**config.mk**
```make
export PLATFORM = sky130hd
export DESIGN_NAME = odh_host
export DESIGN_NICKNAME = d
export VERILOG_FILES = /design/src/pkg/odh_pkg.sv /design/src/logic/odh_cycle_timer.sv /design/src/logic/odh_host.sv
export SDC_FILE = /design/constraint.sdc
export NUM_CORES = 1
export LEC_CHECK = 0
export BUFFER_PORTS_ARGS = -buffer_cell sky130_fd_sc_hd__buf_4
export CORE_MARGIN = 2
export CORE_UTILIZATION = 48
export CTS_CLUSTER_SIZE = 16
export DETAILED_ROUTE_END_ITERATION = 8
export PLACE_DENSITY = 0.72
export SYNTH_ARGS = -nofsm -noshare
export SYNTH_HDL_FRONTEND = slang
export SYNTH_HIERARCHICAL = 1
export SYNTH_SLANG_ARGS = --single-unit
```
**constraint.sdc**
```tcl
create_clock -name clk_sys_in -period 2.3 [get_ports clk_sys_in]
set_clock_uncertainty 0.2 [all_clocks]
set_input_delay 0.345 -clock clk_sys_in [delete_from_list [all_inputs] [get_ports clk_sys_in]]
set_output_delay 0.345 -clock clk_sys_in [all_outputs]
set_load 0.02 [all_outputs]
```
**src/pkg/odh_pkg.sv**
```systemverilog
// shared constants for the octal dac parallel-port host controller
package odh_pkg;
  localparam int unsigned CODE_W = 13;
  localparam int unsigned SEL_W = 3;
  localparam int unsigned CLK_PERIOD_NS = 10;
  // least pin times in ns
  localparam int unsigned T_CS_LOW_NS = 50;
  localparam int unsigned T_WR_LOW_NS = 50;
  localparam int unsigned T_LD_LOW_NS = 50;
  localparam int unsigned T_DATA_SETUP_NS = 50;
  localparam int unsigned T_ADDR_SETUP_NS = 15;
  localparam int unsigned T_CLR_LOW_NS = 50;
  // least times round up to whole cycles
  localparam int unsigned WR_LOW_CYC =
    (T_WR_LOW_NS + CLK_PERIOD_NS - 1) / CLK_PERIOD_NS;
  localparam int unsigned LD_LOW_CYC =
    (T_LD_LOW_NS + CLK_PERIOD_NS - 1) / CLK_PERIOD_NS;
  localparam int unsigned SETUP_CYC =
    (T_ADDR_SETUP_NS + CLK_PERIOD_NS - 1) / CLK_PERIOD_NS;
  localparam int unsigned CLR_LOW_CYC =
    (T_CLR_LOW_NS + CLK_PERIOD_NS - 1) / CLK_PERIOD_NS;
  localparam int unsigned CNT_W = 4;
  localparam logic [CODE_W-1:0] CODE_RESET = 13'h0000;
  localparam logic [CODE_W-1:0] TWOS_OFFSET = 13'h1000;
  typedef enum logic [2:0]
  {
    ODH_IDLE = 3'b000,
    ODH_SETUP = 3'b001,
    ODH_STROBE = 3'b010,
    ODH_RELEASE = 3'b011,
    ODH_LOAD = 3'b100
  } odh_state_t;
endpackage

```
**src/logic/odh_cycle_timer.sv**
```systemverilog
// down-counter that times a pin phase in whole clock cycles
`timescale 1ns/1ps
module odh_cycle_timer
  import odh_pkg::*;
(
  // clock
  input wire logic clk_sys_in,
  input wire logic reset_in,
  input wire logic clk_en_in,
  // control
  input wire logic start_in,
  input wire logic [CNT_W-1:0] count_in,
  // status
  output logic done_out
);
  logic [CNT_W-1:0] count_reg;

  always_ff @(posedge clk_sys_in)
  begin
    if (reset_in)
    begin
      count_reg <= '0;
    end
    else if (clk_en_in)
    begin
      if (start_in)
        count_reg <= count_in;
      else if (count_reg != '0)
        count_reg <= count_reg - 1'b1;
    end
  end

  // no path from start_in: the sequencer feeds done back into start
  assign done_out = (count_reg == '0);
endmodule // odh_cycle_timer

```
**src/logic/odh_host.sv**
```systemverilog
// host controller driving the octal dac parallel write and load pins
// Operation
// RQ1: device copies input latches while load low
// RQ2: pulse load low to update all channels
// RQ3: input latch transparent while select, strobe low
// RQ4: strobe rising edge captures code into channel
// RQ5: select qualifies, strobe pulses, memory-write style
// RQ6: thirteen-bit offset-binary code on the bus
// RQ7: clear low forces outputs to sense ground
// RQ8: clear never alters stored codes
// RQ9: clear released restores held code output
// RQ10: select low needed for any write
// RQ11: three select bits choose channel binary
// RQ12: select, strobe, load low make channel transparent
// RQ13: channel select stable while strobe low
// RQ14: device outputs are combinational, no clock
`timescale 1ns/1ps
module odh_host
  import odh_pkg::*;
(
  // clock and reset
  input wire logic clk_sys_in,
  input wire logic reset_in,
  input wire logic clk_en_in,
  // user request
  input wire logic write_req_in,
  input wire logic [SEL_W-1:0] write_chan_in,
  input wire logic [CODE_W-1:0] write_code_in,
  input wire logic code_is_twos_in,
  input wire logic load_after_in,
  input wire logic load_req_in,
  input wire logic clear_req_in,
  // user status
  output logic busy_out,
  output logic done_out,
  // device pins
  output logic chip_sel_n_out,
  output logic write_strobe_n_out,
  output logic load_strobe_n_out,
  output logic clear_n_out,
  output logic channel_sel_msb_out,
  output logic channel_sel_mid_out,
  output logic channel_sel_lsb_out,
  output logic [CODE_W-1:0] code_bus_out
);
  odh_state_t state_reg;
  logic [SEL_W-1:0] chan_reg;
  logic [CODE_W-1:0] code_reg;
  logic load_after_reg;
  logic timer_start;
  logic [CNT_W-1:0] timer_count;
  logic timer_done;
  logic [CNT_W-1:0] clr_cnt_reg;

  odh_cycle_timer u_timer
  (
    .clk_sys_in(clk_sys_in),
    .reset_in(reset_in),
    .clk_en_in(clk_en_in),
    .start_in(timer_start),
    .count_in(timer_count),
    .done_out(timer_done)
  );

  // phase sequencer
  always_comb
  begin
    timer_start = 1'b0;
    timer_count = '0;
    unique case (state_reg)
      ODH_IDLE:
      begin
        if (write_req_in)
        begin
          timer_start = 1'b1;
          timer_count = CNT_W'(SETUP_CYC);
        end
        else if (load_req_in)
        begin
          timer_start = 1'b1;
          timer_count = CNT_W'(LD_LOW_CYC);
        end
      end
      ODH_SETUP:
      begin
        if (timer_done)
        begin
          timer_start = 1'b1;
          timer_count = CNT_W'(WR_LOW_CYC);
        end
      end
      ODH_STROBE, ODH_RELEASE:
      begin
        if (timer_done && state_reg == ODH_RELEASE && load_after_reg)
        begin
          timer_start = 1'b1;
          timer_count = CNT_W'(LD_LOW_CYC);
        end
      end
      ODH_LOAD:
      begin
      end
      default:
      begin
      end
    endcase
  end

  always_ff @(posedge clk_sys_in)
  begin
    if (reset_in)
    begin
      state_reg <= ODH_IDLE;
      chan_reg <= '0;
      code_reg <= CODE_RESET;
      load_after_reg <= 1'b0;
    end
    else if (clk_en_in)
    begin
      unique case (state_reg)
        ODH_IDLE:
        begin
          if (write_req_in)
          begin
            chan_reg <= write_chan_in; // RQ11
            // two's complement becomes offset binary by adding half scale
            code_reg <= code_is_twos_in ?
              CODE_W'(write_code_in + TWOS_OFFSET) : write_code_in; // RQ6
            load_after_reg <= load_after_in;
            state_reg <= ODH_SETUP;
          end
          else if (load_req_in)
            state_reg <= ODH_LOAD; // RQ2
        end
        ODH_SETUP:
          if (timer_done)
            state_reg <= ODH_STROBE; // RQ3
        ODH_STROBE:
          if (timer_done)
            state_reg <= ODH_RELEASE; // RQ4
        ODH_RELEASE:
          state_reg <= load_after_reg ? ODH_LOAD : ODH_IDLE;
        ODH_LOAD:
          if (timer_done)
            state_reg <= ODH_IDLE; // RQ1
        default:
          state_reg <= ODH_IDLE;
      endcase
    end
  end

  // pin drive; select and channel bits held through the whole strobe
  always_ff @(posedge clk_sys_in)
  begin
    if (reset_in)
    begin
      chip_sel_n_out <= 1'b1;
      write_strobe_n_out <= 1'b1;
      load_strobe_n_out <= 1'b1;
      channel_sel_msb_out <= 1'b0;
      channel_sel_mid_out <= 1'b0;
      channel_sel_lsb_out <= 1'b0;
      code_bus_out <= CODE_RESET;
    end
    else if (clk_en_in)
    begin
      // select wraps the strobe so it is low whenever strobe is low
      chip_sel_n_out <= !(state_reg == ODH_SETUP ||
        state_reg == ODH_STROBE); // RQ10 RQ5
      write_strobe_n_out <= !(state_reg == ODH_STROBE); // RQ5 RQ4
      // load never overlaps strobe, avoiding direct-drive glitches
      load_strobe_n_out <= !(state_reg == ODH_LOAD); // RQ2 RQ12
      channel_sel_msb_out <= chan_reg[2]; // RQ13
      channel_sel_mid_out <= chan_reg[1];
      channel_sel_lsb_out <= chan_reg[0];
      code_bus_out <= code_reg; // RQ6
    end
  end

  // clear held while requested and for its minimum after the request drops, then released
  always_ff @(posedge clk_sys_in)
  begin
    if (reset_in)
    begin
      clear_n_out <= 1'b1;
      clr_cnt_reg <= '0;
    end
    else if (clk_en_in)
    begin
      if (clear_req_in)
      begin
        clear_n_out <= 1'b0; // RQ7 RQ8
        clr_cnt_reg <= CNT_W'(CLR_LOW_CYC);
      end
      else if (clr_cnt_reg != '0)
        clr_cnt_reg <= clr_cnt_reg - 1'b1;
      else
        clear_n_out <= 1'b1; // RQ9
    end
  end

  // status; the device answers combinationally so no readback exists
  always_ff @(posedge clk_sys_in)
  begin
    if (reset_in)
    begin
      busy_out <= 1'b0;
      done_out <= 1'b0;
    end
    else if (clk_en_in)
    begin
      busy_out <= (state_reg != ODH_IDLE) || write_req_in || load_req_in;
      done_out <= (state_reg == ODH_LOAD && timer_done) ||
        (state_reg == ODH_RELEASE && !load_after_reg); // RQ14
    end
  end
endmodule // odh_host

```
==> impl_metrics.tcl <==
set metrics [dict create \
    status "completed" \
    htree_levels 2 \
    gp_congestion 0.8148 \
    die_h_um 71.00 \
    required_ns 2.26 \
    hold_class "primary input to flip-flop" \
    syn_to_final_growth_pct 21.37 \
    max_stage_delay_ns 0.53 \
    critPathBufInv 1 \
    grt_pass1_vias 1656 \
    ys_seq_elements 50 \
    worst_pin_slew_ns 0.5501 \
    worstPathArrival_ns 2.18 \
    utilization_pct 60.47 \
    ys_seq_area_share_pct 46.46 \
    wl_um 4421 \
    synth_warnings 6 \
    leakage_nw 1.089 \
    path_class "flip-flop to flip-flop" \
    clock_sinks 50 \
    slowest_stage "or4b_4" \
    grt_pass1_wl_um 7217 \
    hp-start "write_code_in[0]" \
    cts_buffer_depth 2 \
    slew_headroom_pct 63.32 \
    cts_tree "yes" \
    ir_drop_mv 0.3991 \
    root_buffer "clkbuf_8" \
    clkTransAtPathRegs_ns 0.08 \
    route.detailed.drc 0 \
    worstRegToRegCells 8 \
    netlist.area_leader.share_pct 46.46 \
    cap_violations 0 \
    synthCells 250 \
    layout-drive-gt1-share_pct 25.34 \
    die-area_um2 5040 \
    clock.fmax_mhz 450.6 \
    fin_crit_sh_pct 96.49 \
    std_cell_rows 24 \
    synth_cell_types 46 \
    critical_path.cell_chain "inv_1 > ha_1 > nor3b_2 > nand3_1 > a21oi_2 > or4b_4 > a31oi_1 > a311oi_1" \
    cts_buffers 5 \
    place_ws_ns 0.1109 \
    setup_slack_ns 0.08079 \
    viasPerCell 5.340 \
    overflow 0 \
    r2r_setup_slack_ns 0.08 \
    synth_nets 276 \
    firstDrtPassIters 4 \
    startpoint_type "flip-flop" \
    io_pins 46 \
    vias 1837 \
    first_iter_violations 48 \
    clk_latency_ns 0.29 \
    synth_top_area_cell "dfxtp_1" \
    syn_area_per_cell_um2 8.618 \
    drtAntennaViolNets 0 \
    end_kind "flip-flop" \
    holdPathStages 3 \
    antenna_found_initial 0 \
    die_w_um 71.00 \
    timing.rr.end "u_timer/count_reg[0]$_SDFFE_PP0P_" \
    finalPower_mw 1.887 \
    track_usage_pct 17.86 \
    fin_crit_ns 2.219 \
    p_per_area_nw_per_um2 721.7 \
    grt_max_degree 53 \
    critical_path.max_fanout 5 \
    port-buffer-count 45 \
    path_delay_family "simple AND/OR/NAND/NOR gates" \
    start_util_pct 49.83 \
    finalSetupViolCount 0 \
    hold_path_end "code_reg[0]$_SDFFE_PP0P_" \
    layout.nets 319 \
    wl_per_cell_um 12.85 \
    dp_hpwl_um 2947 \
    maxSlewViolCount 0 \
    fp.coreArea_um2 4324 \
    hold_viol_final 0 \
    ys_top_cells_by_area "dfxtp_1, mux2i_1, nand2_1, nor2_1, a21oi_1" \
    syn_area_um2 2155 \
    r2r-start "u_timer/count_reg[0]$_SDFFE_PP0P_" \
    insertedDiodeCount 0 \
]
==> report_power, final <==
part / switching, mW / leakage [nW] / internal [mW]
Clock: 0.260 / 0.0431 / 0.232
Combinational: 0.224 / 0.638 / 0.201
Sequential: 0.0468 / 0.408 / 0.923
Total: 0.531 / 1.09 / 1.36
==> kinds of logic after synthesis <==
family / share of synthesized area [%]
buf+inv: 5.227
simple gates: 22.47
mux: 7.433
other cells: 0.1740
fa+ha+maj: 1.161
flops: 46.46
xor+xnor: 0.8132
compound gates: 16.26
==> area by class of cell <==
type                       count  area (um2)
timing repair buffer          52       390.4
inverter                       7       26.28
sequential                    50        1001
tap                           52       65.06
fill                         417        1709
clock buffer                   6       82.58
multi-input combinational    177        1050
==> worst min-delay path, stage by stage <==
cell	delay (ns)
buf_4	0.11
nand2_1	0.05
a21oi_1	0.05
==> cells in the mapped netlist, drive strengths merged <==
cell type / instances
o211ai: 1
a22oi: 1
nor2b: 1
o31a: 1
nor4bb: 1
or2b: 1
or3: 2
clkbuf: 7
conb: 1
nand3: 1
a311oi: 2
xnor2: 2
inv: 7
a211oi: 3
o21ai: 7
nand2: 38
and3b: 1
nor3: 5
mux2i: 16
a211o: 1
o32ai: 1
or2: 4
a21boi: 1
dfxtp: 50
nor4b: 2
a2bb2oi: 1
a21oi: 27
nor4: 2
o41ai: 1
or4b: 1
buf: 9
nand4b: 1
nand2b: 3
nor3b: 3
nor2: 32
ha: 2
a31oi: 5
and2: 3
a21o: 3
==> routing by layer <==
layer / vias up / share of wire, % / track usage (%)
li1: 938 / - / -
met1: 840 / 46 / 21.65
met4: 0 / 1.0 / 7.547
met2: 54 / 47 / 29.49
met3: 5 / 6.2 / 5.413
met5: - / 0 / 0
==> through the flow <==
| stage | cell area (um2) | hold slack (ns) | cells | TNS, ns |
|---|---|---|---|---|
| floorplan | 2155 | 0.2074 | 250 | 0 |
| detailed placement | 2524 | 0.2476 | 338 | 0 |
| finish | 2615 | 0.09175 | 344 | 0 |
| global route | 2615 | 0.08468 | 344 | -0.01547 |
| CTS | 2606 | 0.08118 | 344 | 0 |
| global placement | 2524 | 0.2430 | 338 | 0 |
==> placed cells by master, fill, tap and decap left out, types with 4 or more instances in the layout <==
master,instances
or2_2,4
a31oi_1,5
a21oi_1,21
dfxtp_1,50
nor2_1,32
buf_4,52
inv_1,7
nor3_1,5
nand2_1,38
mux2i_1,16
a21oi_2,6
clkbuf_8,6
o21ai_0,6
==> repair_timing <==
| action | CTS | global route |
|---|---|---|
| setup endpoints to repair | 0 | 4 |
| setup buffers | 0 | 0 |
| hold buffers | 0 | 0 |
| gates resized for setup | 0 | 2 |
==> how the worst max path moves through the flow <==
stage | from | to | cells past startpoint
3_3_place_gp | u_timer/count_reg[0]$_SDFFE_PP0P_ | u_timer/count_reg[0]$_SDFFE_PP0P_ | 8
5_1_grt | u_timer/count_reg[0]$_SDFFE_PP0P_ | u_timer/count_reg[0]$_SDFFE_PP0P_ | 7
2_1_floorplan | u_timer/count_reg[0]$_SDFFE_PP0P_ | u_timer/count_reg[1]$_SDFFE_PP0P_ | 9
3_5_place_dp | u_timer/count_reg[0]$_SDFFE_PP0P_ | u_timer/count_reg[0]$_SDFFE_PP0P_ | 8
6_report | u_timer/count_reg[0]$_SDFFE_PP0P_ | u_timer/count_reg[0]$_SDFFE_PP0P_ | 8
4_1_cts | u_timer/count_reg[0]$_SDFFE_PP0P_ | u_timer/count_reg[0]$_SDFFE_PP0P_ | 7
No activity file was read; power rests on OpenSTA's default activity.
